**config.mk**
```make
export PLATFORM = sky130hd
export DESIGN_NAME = bcp_write_stage
export DESIGN_NICKNAME = d
export VERILOG_FILES = /design/src/rtl/bcp_pkg.sv /design/src/rtl/bcp_write_stage.sv
export SDC_FILE = /design/constraint.sdc
export NUM_CORES = 1
export LEC_CHECK = 0
export CAP_MARGIN = 20
export CORE_MARGIN = 1.5
export CORE_UTILIZATION = 45
export DETAILED_ROUTE_END_ITERATION = 10
export DONT_BUFFER_PORTS = 1
export PLACE_DENSITY = 0.72
export SLEW_MARGIN = 20
export SYNTH_ARGS = -nofsm -noshare
export SYNTH_HDL_FRONTEND = slang
export SYNTH_SLANG_ARGS = --single-unit
```
**constraint.sdc**
```tcl
create_clock -name clk -period 12.8 [get_ports clk]
set_clock_uncertainty 0.1 [all_clocks]
set_input_delay 1.92 -clock clk [delete_from_list [all_inputs] [get_ports clk]]
set_output_delay 1.92 -clock clk [all_outputs]
set_load 0.02 [all_outputs]
```
**src/rtl/bcp_pkg.sv**
```systemverilog
// package: constants, types and carriers for the brush/clip/pick write stage
package bcp_pkg;
    // geometry of this device
    localparam int BCP_CW = 12;
    localparam int BCP_NP = 4;
    localparam logic [11:0] BCP_MAX_X = 12'hFFF;
    localparam logic [11:0] BCP_MAX_Y = 12'hFFF;
    // register byte offsets
    localparam logic [7:0] BCP_A_CTRL = 8'h00;
    localparam logic [7:0] BCP_A_PLANES = 8'h04;
    localparam logic [7:0] BCP_A_BRUSH = 8'h08;
    localparam logic [7:0] BCP_A_BSIZE = 8'h0C;
    localparam logic [7:0] BCP_A_OFFS = 8'h10;
    localparam logic [7:0] BCP_A_CLIP_LO = 8'h14;
    localparam logic [7:0] BCP_A_CLIP_HI = 8'h18;
    localparam logic [7:0] BCP_A_PICK_LO = 8'h1C;
    localparam logic [7:0] BCP_A_PICK_HI = 8'h20;
    localparam logic [7:0] BCP_A_STATUS = 8'h24;
    // control register fields
    localparam int BCP_C_BRUSH = 0;
    localparam int BCP_C_CLIP = 1;
    localparam int BCP_C_PICK = 2;
    localparam int BCP_C_PSRC = 3;
    localparam int BCP_C_INV = 4;
    localparam int BCP_C_QUAL = 5;
    localparam int BCP_C_ROP = 6;
    // plane register fields
    localparam int BCP_P_ACT = 0;
    localparam int BCP_P_FONT = 4;
    localparam int BCP_P_COLOR = 8;
    localparam int BCP_P_SEARCH = 12;
    // x in the low half, y in the high half of coordinate words
    localparam int BCP_Y_POS = 16;
    // status register fields
    localparam int BCP_S_CLIPC = 0;
    localparam int BCP_S_CLIPR = 1;
    localparam int BCP_S_PICK = 2;
    localparam int BCP_S_OVF = 3;
    localparam int BCP_S_ARMED = 4;
    localparam int BCP_S_IDLE = 5;
    // values after reset
    localparam logic [8:0] BCP_CTRL_RST = 9'h000;
    localparam logic [15:0] BCP_PLANES_RST = 16'h000F;
    localparam logic [11:0] BCP_COORD_RST = 12'h000;
    localparam logic [11:0] BCP_BSIZE_RST = 12'h001;
    // write sequencer, gray along idle-check-brush-dest-write-next
    typedef enum logic [2:0] {
        BCP_ST_IDLE = 3'h0,
        BCP_ST_CHK = 3'h1,
        BCP_ST_BRD = 3'h3,
        BCP_ST_DRD = 3'h2,
        BCP_ST_WR = 3'h6,
        BCP_ST_NXT = 3'h7
    } bcp_state_t;
    // origin of a generated pixel
    typedef enum logic [1:0] {
        BCP_K_DRAW = 2'h0,
        BCP_K_COPY = 2'h1,
        BCP_K_BLKIN = 2'h2
    } bcp_kind_t;
    typedef struct packed {
        logic [BCP_CW-1:0] x;
        logic [BCP_CW-1:0] y;
    } bcp_xy_t;
    typedef struct packed {
        bcp_kind_t kind;
        bcp_xy_t xy;
        logic [BCP_NP-1:0] data;
    } bcp_pt_t;
    typedef struct packed {
        logic req;
        logic we;
        bcp_xy_t xy;
        logic [BCP_NP-1:0] wdata;
        logic [BCP_NP-1:0] wmask;
    } bcp_mreq_t;
endpackage : bcp_pkg

```
**src/rtl/bcp_write_stage.sv**
```systemverilog
// module: pixel write stage with brush deposit, clipping and picking
// How it works
// - one active brush, enabled by software, base gives its upper-left corner
// - brush from all planes, or from the font plane replicated into active planes
// - replication only reaches planes of this device
// - with brush off the plane-source bit drives anti-aliasing instead
// - invert bit complements the brush; ignored with brush off
// - colour-qualify, for brush drawing and copies, stores only where destination equals the search colour
// - block size write stores halved width and height offsets, truncated
// - point with brush: offsets subtracted, brush corner at the result
// - line with brush: same offset shift applied to every interpolated pixel
// - arc and circle with brush: same offset shift for every curve pixel
// - with clipping on, writes outside the clip rectangle are dropped
// - rectangle edges count as inside, for clip and pick alike
// - block input ignores clipping; copies and draws do not
// - outside write raises clip condition until an inside write; request sticks
// - clipping drops writes only; overflow flag still set when clipped
// - picking drops all writes, flags writes that would land inside
// - pick flag re-arms only after an attempt outside the region
// - pixel-exact picking without brush; host aligns bounds otherwise
// - copy with match: pick is decided at check, before the match read
// - each written pixel combines with destination per raster-op field
//
// The implementer's own choices: the placing of the registers and the APB slave port.
`timescale 1ns/1ps
module bcp_write_stage #(
    parameter int CW = bcp_pkg::BCP_CW,
    parameter int NP = bcp_pkg::BCP_NP,
    parameter logic [11:0] MAX_X = bcp_pkg::BCP_MAX_X,
    parameter logic [11:0] MAX_Y = bcp_pkg::BCP_MAX_Y
) (
    input wire logic clk, // 10 MHz system clock
    input wire logic resetn, // async reset, active low
    input wire logic psel, // apb select
    input wire logic penable, // apb access phase
    input wire logic pwrite, // apb direction
    input wire logic [7:0] paddr, // apb byte address
    input wire logic [31:0] pwdata, // apb write data
    output logic [31:0] prdata, // apb read data
    output logic pready, // apb ready
    output logic pslverr, // apb error, unmapped
    input wire logic pt_valid, // generated pixel offered
    output logic pt_ready, // stage can take a pixel
    input wire bcp_pkg::bcp_pt_t pt, // pixel address and data
    output bcp_pkg::bcp_mreq_t mem, // display memory request
    input wire logic mem_ack, // memory done, one cycle
    input wire logic [bcp_pkg::BCP_NP-1:0] mem_rdata, // read data with ack
    output logic aa_enable // anti-aliasing control out
);
    import bcp_pkg::*;

    localparam int TW = CW + 2;

    // refuse shapes the carriers cannot hold
    if (CW != BCP_CW || NP != BCP_NP || NP > 4 || NP < 1) begin : g_bad
        $error("bcp_write_stage: CW/NP must match the package, NP 1..4");
    end

    // reset release through two flops
    logic rst_meta_reg;
    logic rst_n;
    always_ff @(posedge clk or negedge resetn)
    begin
        if (!resetn) begin
            rst_meta_reg <= 1'b0;
            rst_n <= 1'b0;
        end else begin
            rst_meta_reg <= 1'b1;
            rst_n <= rst_meta_reg;
        end
    end

    // software visible state
    logic [8:0] ctrl_reg;
    logic [15:0] planes_reg;
    bcp_xy_t brush_reg, bsize_reg, offs_reg;
    bcp_xy_t clo_reg, chi_reg, plo_reg, phi_reg;
    logic clipc_reg, clipr_reg, pick_reg, ovf_reg, armed_reg;
    logic pready_reg, pslverr_reg;
    logic [31:0] prdata_reg;

    // apb decode; one wait state, write lands on the ready edge
    wire apb_acc = psel & penable;
    wire apb_wr = apb_acc & pwrite & pready_reg;
    wire w_ctrl = apb_wr & (paddr == BCP_A_CTRL);
    wire w_planes = apb_wr & (paddr == BCP_A_PLANES);
    wire w_brush = apb_wr & (paddr == BCP_A_BRUSH);
    wire w_bsize = apb_wr & (paddr == BCP_A_BSIZE);
    wire w_clo = apb_wr & (paddr == BCP_A_CLIP_LO);
    wire w_chi = apb_wr & (paddr == BCP_A_CLIP_HI);
    wire w_plo = apb_wr & (paddr == BCP_A_PICK_LO);
    wire w_phi = apb_wr & (paddr == BCP_A_PICK_HI);
    wire w_stat = apb_wr & (paddr == BCP_A_STATUS);
    wire addr_ok = (paddr[1:0] == 2'h0) & (paddr <= BCP_A_STATUS);
    bcp_xy_t wxy;
    assign wxy = '{x: pwdata[CW-1:0], y: pwdata[BCP_Y_POS+CW-1:BCP_Y_POS]};

    // control fields
    wire brush_en = ctrl_reg[BCP_C_BRUSH];
    wire clip_en = ctrl_reg[BCP_C_CLIP];
    wire pick_en = ctrl_reg[BCP_C_PICK];
    wire psrc = ctrl_reg[BCP_C_PSRC];
    wire inv_sel = ctrl_reg[BCP_C_INV];
    wire qual = ctrl_reg[BCP_C_QUAL];
    wire [2:0] rop = ctrl_reg[BCP_C_ROP+2:BCP_C_ROP];
    wire [NP-1:0] act = planes_reg[BCP_P_ACT+NP-1:BCP_P_ACT];
    wire [1:0] font = planes_reg[BCP_P_FONT+1:BCP_P_FONT];
    wire [NP-1:0] color = planes_reg[BCP_P_COLOR+NP-1:BCP_P_COLOR];
    wire [NP-1:0] search = planes_reg[BCP_P_SEARCH+NP-1:BCP_P_SEARCH];

    // sequencer state
    bcp_state_t st_reg, st_next;
    bcp_pt_t cur_reg, cur_next;
    logic [CW-1:0] bi_reg, bi_next, bj_reg, bj_next;
    logic ub_reg, ub_next;
    logic [NP-1:0] bpix_reg, bpix_next, dst_reg, dst_next;
    bcp_mreq_t mem_reg, mem_next;
    logic ptr_reg;

    // brush pixel target; shifting every generated pixel equals shifting
    // the end points or the centre before interpolation
    logic signed [TW-1:0] tx, ty;
    wire [CW-1:0] offx = ub_reg ? offs_reg.x : '0;
    wire [CW-1:0] offy = ub_reg ? offs_reg.y : '0;
    assign tx = $signed({2'b00, cur_reg.xy.x}) + $signed({2'b00, bi_reg}) - $signed({2'b00, offx});
    assign ty = $signed({2'b00, cur_reg.xy.y}) + $signed({2'b00, bj_reg}) - $signed({2'b00, offy});
    bcp_xy_t tgt;
    assign tgt = '{x: tx[CW-1:0], y: ty[CW-1:0]};
    wire ovf = tx[TW-1] | tx[TW-2] | ty[TW-1] | ty[TW-2] | (tgt.x > MAX_X) | (tgt.y > MAX_Y);

    // inclusive rectangle tests, per brush pixel
    wire in_clip = ~ovf & (tgt.x >= clo_reg.x) & (tgt.x <= chi_reg.x) & (tgt.y >= clo_reg.y) & (tgt.y <= chi_reg.y);
    wire in_pick = ~ovf & (tgt.x >= plo_reg.x) & (tgt.x <= phi_reg.x) & (tgt.y >= plo_reg.y) & (tgt.y <= phi_reg.y);
    wire chk = (st_reg == BCP_ST_CHK);
    wire no_clip = (cur_reg.kind == BCP_K_BLKIN);
    wire clip_out = clip_en & ~in_clip & ~no_clip;
    wire go = ~pick_en & ~ovf & ~clip_out;
    // matching only for brush drawing and copies
    wire match_on = qual & (ub_reg | (cur_reg.kind == BCP_K_COPY));

    // brush extent; a zero size still deposits one pixel
    wire [CW:0] bw = (bsize_reg.x == '0) ? (CW+1)'(1) : {1'b0, bsize_reg.x};
    wire [CW:0] bh = (bsize_reg.y == '0) ? (CW+1)'(1) : {1'b0, bsize_reg.y};
    wire x_last = ~ub_reg | (({1'b0, bi_reg} + (CW+1)'(1)) >= bw);
    wire y_last = ~ub_reg | (({1'b0, bj_reg} + (CW+1)'(1)) >= bh);

    // source planes: replication stays inside this device's planes
    wire fbit = (int'(font) < NP) ? bpix_reg[font] : 1'b0;
    wire [NP-1:0] brep = psrc ? {NP{fbit}} : bpix_reg;
    wire [NP-1:0] bsrc = inv_sel ? ~brep : brep;
    wire [NP-1:0] plain = (cur_reg.kind == BCP_K_DRAW) ? {NP{1'b1}} : cur_reg.data;
    wire [NP-1:0] src = ub_reg ? bsrc : plain;

    // raster operation per plane on source, destination and colour
    logic [NP-1:0] wd;
    for (genvar p = 0; p < NP; p++) begin : g_rop
        always_comb
        begin
            case (rop)
                3'h0: wd[p] = src[p];
                3'h1: wd[p] = dst_reg[p] | src[p];
                3'h2: wd[p] = dst_reg[p] & src[p];
                3'h3: wd[p] = dst_reg[p] ^ src[p];
                3'h4: wd[p] = dst_reg[p] & ~src[p];
                3'h5: wd[p] = color[p] ? (dst_reg[p] | src[p]) : (dst_reg[p] & ~src[p]);
                3'h6: wd[p] = color[p] ? (dst_reg[p] | src[p]) : dst_reg[p];
                default: wd[p] = color[p] ? (dst_reg[p] ^ src[p]) : dst_reg[p];
            endcase
        end
    end

    // sequencer: check, fetch brush pixel, read destination, write
    always_comb
    begin
        st_next = st_reg;
        cur_next = cur_reg;
        bi_next = bi_reg;
        bj_next = bj_reg;
        ub_next = ub_reg;
        bpix_next = bpix_reg;
        dst_next = dst_reg;
        mem_next = mem_reg;
        if (mem_ack)
            mem_next.req = 1'b0;
        case (st_reg)
            BCP_ST_IDLE:
                if (pt_valid & ptr_reg) begin
                    cur_next = pt;
                    bi_next = '0;
                    bj_next = '0;
                    // brush applies to every drawn pixel
                    ub_next = brush_en & (pt.kind == BCP_K_DRAW);
                    st_next = BCP_ST_CHK;
                end
            BCP_ST_CHK:
                if (!go)
                    st_next = BCP_ST_NXT;
                else if (ub_reg) begin
                    // brush read relative to its upper-left corner
                    mem_next = '{req: 1'b1, we: 1'b0, xy: '{x: brush_reg.x + bi_reg, y: brush_reg.y + bj_reg},
                                 wdata: '0, wmask: '0};
                    st_next = BCP_ST_BRD;
                end else begin
                    mem_next = '{req: 1'b1, we: 1'b0, xy: tgt, wdata: '0, wmask: '0};
                    st_next = BCP_ST_DRD;
                end
            BCP_ST_BRD:
                if (mem_ack) begin
                    bpix_next = mem_rdata;
                    mem_next = '{req: 1'b1, we: 1'b0, xy: tgt, wdata: '0, wmask: '0};
                    st_next = BCP_ST_DRD;
                end
            BCP_ST_DRD:
                if (mem_ack) begin
                    dst_next = mem_rdata;
                    if (match_on && (mem_rdata != search))
                        st_next = BCP_ST_NXT;
                    else
                        st_next = BCP_ST_WR;
                end
            BCP_ST_WR:
                // write issued one cycle after dest so the raster op sees it
                if (!mem_reg.req) begin
                    mem_next = '{req: 1'b1, we: 1'b1, xy: tgt, wdata: wd, wmask: act};
                    st_next = BCP_ST_NXT;
                end
            BCP_ST_NXT:
                if (mem_reg.req & ~mem_ack)
                    st_next = BCP_ST_NXT;
                else if (x_last & y_last)
                    st_next = BCP_ST_IDLE;
                else begin
                    bi_next = x_last ? '0 : bi_reg + 1'b1;
                    bj_next = x_last ? bj_reg + 1'b1 : bj_reg;
                    st_next = BCP_ST_CHK;
                end
            default:
                st_next = BCP_ST_IDLE;
        endcase
    end

    always_ff @(posedge clk or negedge rst_n)
    begin
        if (!rst_n) begin
            st_reg <= BCP_ST_IDLE;
            cur_reg <= '0;
            bi_reg <= '0;
            bj_reg <= '0;
            ub_reg <= 1'b0;
            bpix_reg <= '0;
            dst_reg <= '0;
            mem_reg <= '0;
            ptr_reg <= 1'b0;
        end else begin
            st_reg <= st_next;
            cur_reg <= cur_next;
            bi_reg <= bi_next;
            bj_reg <= bj_next;
            ub_reg <= ub_next;
            bpix_reg <= bpix_next;
            dst_reg <= dst_next;
            mem_reg <= mem_next;
            ptr_reg <= (st_next == BCP_ST_IDLE);
        end
    end

    // flag events at check, before any match read; set wins over a clear
    wire clip_set = chk & clip_out;
    wire clip_clr = chk & go & in_clip;
    wire pick_set = chk & pick_en & in_pick & armed_reg;
    wire pick_rearm = chk & pick_en & ~in_pick;
    wire ovf_set = chk & ovf;
    wire c_clipr = w_stat & pwdata[BCP_S_CLIPR];
    wire c_pick = w_stat & pwdata[BCP_S_PICK];
    wire c_ovf = w_stat & pwdata[BCP_S_OVF];

    // flags and software registers
    always_ff @(posedge clk or negedge rst_n)
    begin
        if (!rst_n) begin
            clipc_reg <= 1'b0;
            clipr_reg <= 1'b0;
            pick_reg <= 1'b0;
            ovf_reg <= 1'b0;
            armed_reg <= 1'b1;
            ctrl_reg <= BCP_CTRL_RST;
            planes_reg <= BCP_PLANES_RST;
            brush_reg <= '{BCP_COORD_RST, BCP_COORD_RST};
            bsize_reg <= '{BCP_BSIZE_RST, BCP_BSIZE_RST};
            offs_reg <= '{BCP_COORD_RST, BCP_COORD_RST};
            clo_reg <= '{BCP_COORD_RST, BCP_COORD_RST};
            chi_reg <= '{BCP_COORD_RST, BCP_COORD_RST};
            plo_reg <= '{BCP_COORD_RST, BCP_COORD_RST};
            phi_reg <= '{BCP_COORD_RST, BCP_COORD_RST};
        end else begin
            // condition follows writes, request holds until cleared
            clipc_reg <= clip_set | (clipc_reg & ~clip_clr);
            clipr_reg <= clip_set | (clipr_reg & ~c_clipr);
            // pick flag disarms itself until an outside attempt
            pick_reg <= pick_set | (pick_reg & ~c_pick);
            armed_reg <= pick_rearm | (armed_reg & ~pick_set);
            // overflow noted even on clipped pixels
            ovf_reg <= ovf_set | (ovf_reg & ~c_ovf);
            if (w_ctrl)
                ctrl_reg <= pwdata[8:0];
            if (w_planes)
                planes_reg <= pwdata[15:0];
            if (w_brush)
                brush_reg <= wxy;
            // offsets are half the block, truncated
            if (w_bsize) begin
                bsize_reg <= wxy;
                offs_reg <= '{x: wxy.x >> 1, y: wxy.y >> 1};
            end
            if (w_clo)
                clo_reg <= wxy;
            if (w_chi)
                chi_reg <= wxy;
            if (w_plo)
                plo_reg <= wxy;
            if (w_phi)
                phi_reg <= wxy;
        end
    end

    // read selection; reserved bits read zero
    function automatic logic [31:0] xy32(input bcp_xy_t v);
        xy32 = 32'(v.x) | (32'(v.y) << BCP_Y_POS);
    endfunction : xy32
    wire [5:0] stat = {st_reg == BCP_ST_IDLE, armed_reg, ovf_reg, pick_reg, clipr_reg, clipc_reg};
    wire [31:0] rd_mux =
        (paddr == BCP_A_CTRL) ? 32'(ctrl_reg) :
        (paddr == BCP_A_PLANES) ? 32'(planes_reg) :
        (paddr == BCP_A_BRUSH) ? xy32(brush_reg) :
        (paddr == BCP_A_BSIZE) ? xy32(bsize_reg) :
        (paddr == BCP_A_OFFS) ? xy32(offs_reg) :
        (paddr == BCP_A_CLIP_LO) ? xy32(clo_reg) :
        (paddr == BCP_A_CLIP_HI) ? xy32(chi_reg) :
        (paddr == BCP_A_PICK_LO) ? xy32(plo_reg) :
        (paddr == BCP_A_PICK_HI) ? xy32(phi_reg) :
        (paddr == BCP_A_STATUS) ? 32'(stat) : 32'h0000_0000;

    // apb answer registers
    always_ff @(posedge clk or negedge rst_n)
    begin
        if (!rst_n) begin
            pready_reg <= 1'b0;
            pslverr_reg <= 1'b0;
            prdata_reg <= 32'h0000_0000;
        end else begin
            pready_reg <= apb_acc & ~pready_reg;
            pslverr_reg <= apb_acc & ~pready_reg & ~addr_ok;
            if (apb_acc & ~pready_reg & ~pwrite)
                prdata_reg <= rd_mux;
        end
    end

    // anti-aliasing output registered from control
    logic aa_reg;
    always_ff @(posedge clk or negedge rst_n)
    begin
        if (!rst_n)
            aa_reg <= 1'b0;
        else
            // plane-source bit reused when the brush is off
            aa_reg <= psrc & ~brush_en;
    end

    assign prdata = prdata_reg;
    assign pready = pready_reg;
    assign pslverr = pslverr_reg;
    assign pt_ready = ptr_reg;
    assign mem = mem_reg;
    assign aa_enable = aa_reg;
endmodule : bcp_write_stage

```
==> summary.md <==
| Metric | Value |
|---|---|
| Outcome | finished clean |
| Vias | 16,200 |
| Comb power frac | 54.1% |
| Routed Antenna Nets | 0 |
| Final routed DRC violation total | 0 |
| Critical path data arrival time | 8.06 ns |
| Routed wire length | 61,500 µm |
| Largest net degree at the start of global routing | 80 |
| Reg2reg start | ub_reg |
| First-pass GRT wire length | 95,600 µm |
| Lkg Pwr | 10.2 nW |
| Dpl ws | 5.23 ns |
| Final non-filler cell total | 2,695 |
| CP max stage delay | 0.86 ns |
| DP Cell Count | 2,630 |
| Crit path time final | 7.73 ns |
| Worst hold path stage count | 0 |
| P_sw | 2.36 mW |
| Post-CTS Setup Bufs | 0 |
| Endpoints failing setup | 0 |
| CP dominant cell by count | inv_1 |
| Number of synthesized flops with an enable pin | 0 |
| #FFs+latches synth | 308 |
| Ys flop type | dfrtp_1 |
| CTS Hold Buffers Added | 0 |
| GRT Util Overall | 26.8% |
| Worst Hold Class | reg -> reg |
| # resized after CTS | 0 |
| TritonRoute pass-1 iters | 6 |
| CTS tree | done |
| Setup ws final | 5.07 ns |
| Final core occ | 49.8% |
| Grt total ovfl | 0 |
| Initial core utilization | 45.6% |
| Critical path startpoint category | register |
| Yosys Warn Count | 0 |
| TNS Setup | 0 ns |
| Crit share post-route | 60.4% |
| Port Buffers | 0 |
| Die area | 46,000 µm² |
| CORE AREA | 44,100 µm² |
| Setup slack, reg-to-reg | 5.07 ns |
| Htree depth | 2 |
| # diodes | 0 |
| Commonest cells after routing, fill and taps aside | dfrtp_1, inv_1, ha_1 |
| Pins Over Slew Limit | 0 |
| Max_cap viols | 0 |
| CTS Buf Count | 35 |
| RSZ-0062 raised after global routing | no |
| Switching Share | 45.4% |
| Layout cell share with drive strength beyond 1 | 12.8% |
| Worst r2r path cells | 22 |
| Io pins | 151 |
| Sequential power share | 24.6% |
| Worst slew pin tran | 1.11 ns |
| Max VDD drop | 0.133 mV |
| Worst Setup EP | mem[16] |
| Row count | 77 |
| R2R Path End | mem[16] |
| Synth Cell Area | 20,100 µm² |
| Avg Inst Size Synth | 9.55 µm² |
| Vias per cell | 6.00 |
| Post-DP HPWL | 45,900 µm |
| Synth Instances | 2,107 |
| Horiz. Die Dim | 214 µm |
| Power Density | 236 nW/µm² |
| Area grow syn2layout | 9.19% |
| Vias in the first global route | 16,100 |
| Final net count | 2,365 |
| Max reg flops | 34 |
| Ys async rst share | 100% |
| CTS clock-pin slew for the worst setup and hold paths | 0.06 ns |
| Slowest cell on crit path | nand3b_1 |
| CP Max Fanout | 30 |
| CP Class | reg -> reg |
| Pint | 2.83 mW |
| Seq/Total Area, Yosys | 38.4% |
| Starting DRC count in detailed routing | 1,607 |
| DIE HEIGHT | 214 µm |
| Crit-path cells | inv_1, buf_4, nor2_1, fa_1, inv_1, fa_1, a211oi_1, o21ai_1, a31oi_1, o21ai_0, a21oi_1, xor2_1, inv_1, ha_1, nand4_1, a21oi_1, a2111oi_0, o22ai_1, o31a_1, buf_4, nand3b_1, o221ai_1 |
| Worst Setup End Kind | register |
| Share of total power in the clock network | 21.3% |
| Relative max-transition margin | 25.8% |
| Count of cell types in the netlist | 75 |
| CTS Sinks | 308 |
| Max Root-Sink Buffers | 3 |
| Clock Latency Late Sink | 0.57 ns |
| Fin. Hold Viols | 0 |
| GPL Wtd Cong | 0.943 |
| Root Buffer | clkbuf_16 |
| Commonest non-fill, non-tap cell in the layout | dfrtp_1 |
| Critical Path Start | ub_reg |
| Required time of the critical path | 13.13 ns |
| Post-DR wirelength/cell | 22.8 µm |
| FMAX | 0.129 GHz |
| Initial antenna violation count | 0 |
## metal layers
metal,global-route usage (%),share of wire (%),up-vias
met5,0,0,-
met4,11.3,4.0,0
met3,6.45,9.2,128
met2,43.0,46,689
met1,34.6,40,7934
li1,-,-,7409
## layout make-up
cell class	count	area, µm²
Clock buffer	48	1020
Fill cell	4122	22200
Clock inverter	16	233
Sequential cell	308	7720
Tap cell	592	741
Timing Repair Buffer	21	170
Multi-Input combinational cell	1450	11100
Inverter	260	976
## worst max-delay path: cells and delay by family, from the launching register on
kind	cells	cell delay, ns
and+or+nand+nor	3	1.10
xor gates and xnor gates	1	0.49
adders and majority gates	3	1.33
DFF	1	0.59
buffers and inverters	5	1.16
AOI/OAI and AO/OA	10	2.82
## stage by stage
step | hold WS, ns | area (µm²) | total power, mW
floorplan | 0.231 | 20100 | 3.20
global placement | 0.238 | 20700 | 3.95
detailed placement | 0.242 | 20700 | 4.05
CTS | 0.251 | 21900 | 5.18
global route | 0.251 | 22000 | 5.59
finish | 0.245 | 22000 | 5.19
## cells in the mapped netlist (all sizes together), types with 14 or more instances
cell type  count  share of area (%)
a211oi        14               0.52
a21o          36                1.3
a21oi         96                2.4
a222oi        20                1.0
a22o          16               0.70
a31oi         16               0.50
and2          15               0.47
and3          21               0.65
clkbuf        85                1.6
dfrtp        301                 37
fa            24                2.4
ha           184                 11
inv          260                4.9
mux2         158                8.8
mux2i         20                1.0
nand2        175                3.3
nand2b        23               0.72
nand3         49                1.2
nand4         25               0.78
nor2          81                1.5
nor3          27               0.67
o211ai        39                1.5
o21ai        159                4.0
o221ai        22               0.96
xnor2         45                2.0
xor2          24                1.0
## power by group through the flow
| stage | clock network (mW) | logic, mW | registers, mW |
|---|---|---|---|
| 3_5_place_dp | 0 | 2.76 | 1.29 |
| 2_1_floorplan | 0 | 1.96 | 1.24 |
| 4_1_cts | 1.12 | 2.78 | 1.28 |
| 3_3_place_gp | 0 | 2.66 | 1.29 |
| 5_1_grt | 1.16 | 3.13 | 1.29 |
| 6_report | 1.11 | 2.81 | 1.28 |
## worst min-delay path by stage
stage                            start  endpoint  slack [ns]
final                     rst_meta_reg     rst_n        0.24
after global routing      rst_meta_reg     rst_n        0.25
after CTS                 rst_meta_reg     rst_n        0.25
after detailed placement  rst_meta_reg     rst_n        0.24
after global placement    rst_meta_reg     rst_n        0.24
after floorplan           rst_meta_reg     rst_n        0.23
## kinds of logic after synthesis
family                   count (synthesis)  share of synthesized area [%]
buffers and inverters                  352                           6.66
AND/OR/NAND/NOR                        480                           11.5
multiplexers                           179                           9.95
XOR/XNOR                                69                           3.00
adder cells (fa/ha/maj)                208                           13.8
flip-flops                             308                           38.4
AO/OA/AOI/OAI                          509                           16.7
other                                    2                         0.0373
No activity file was read; power rests on OpenSTA's default activity.
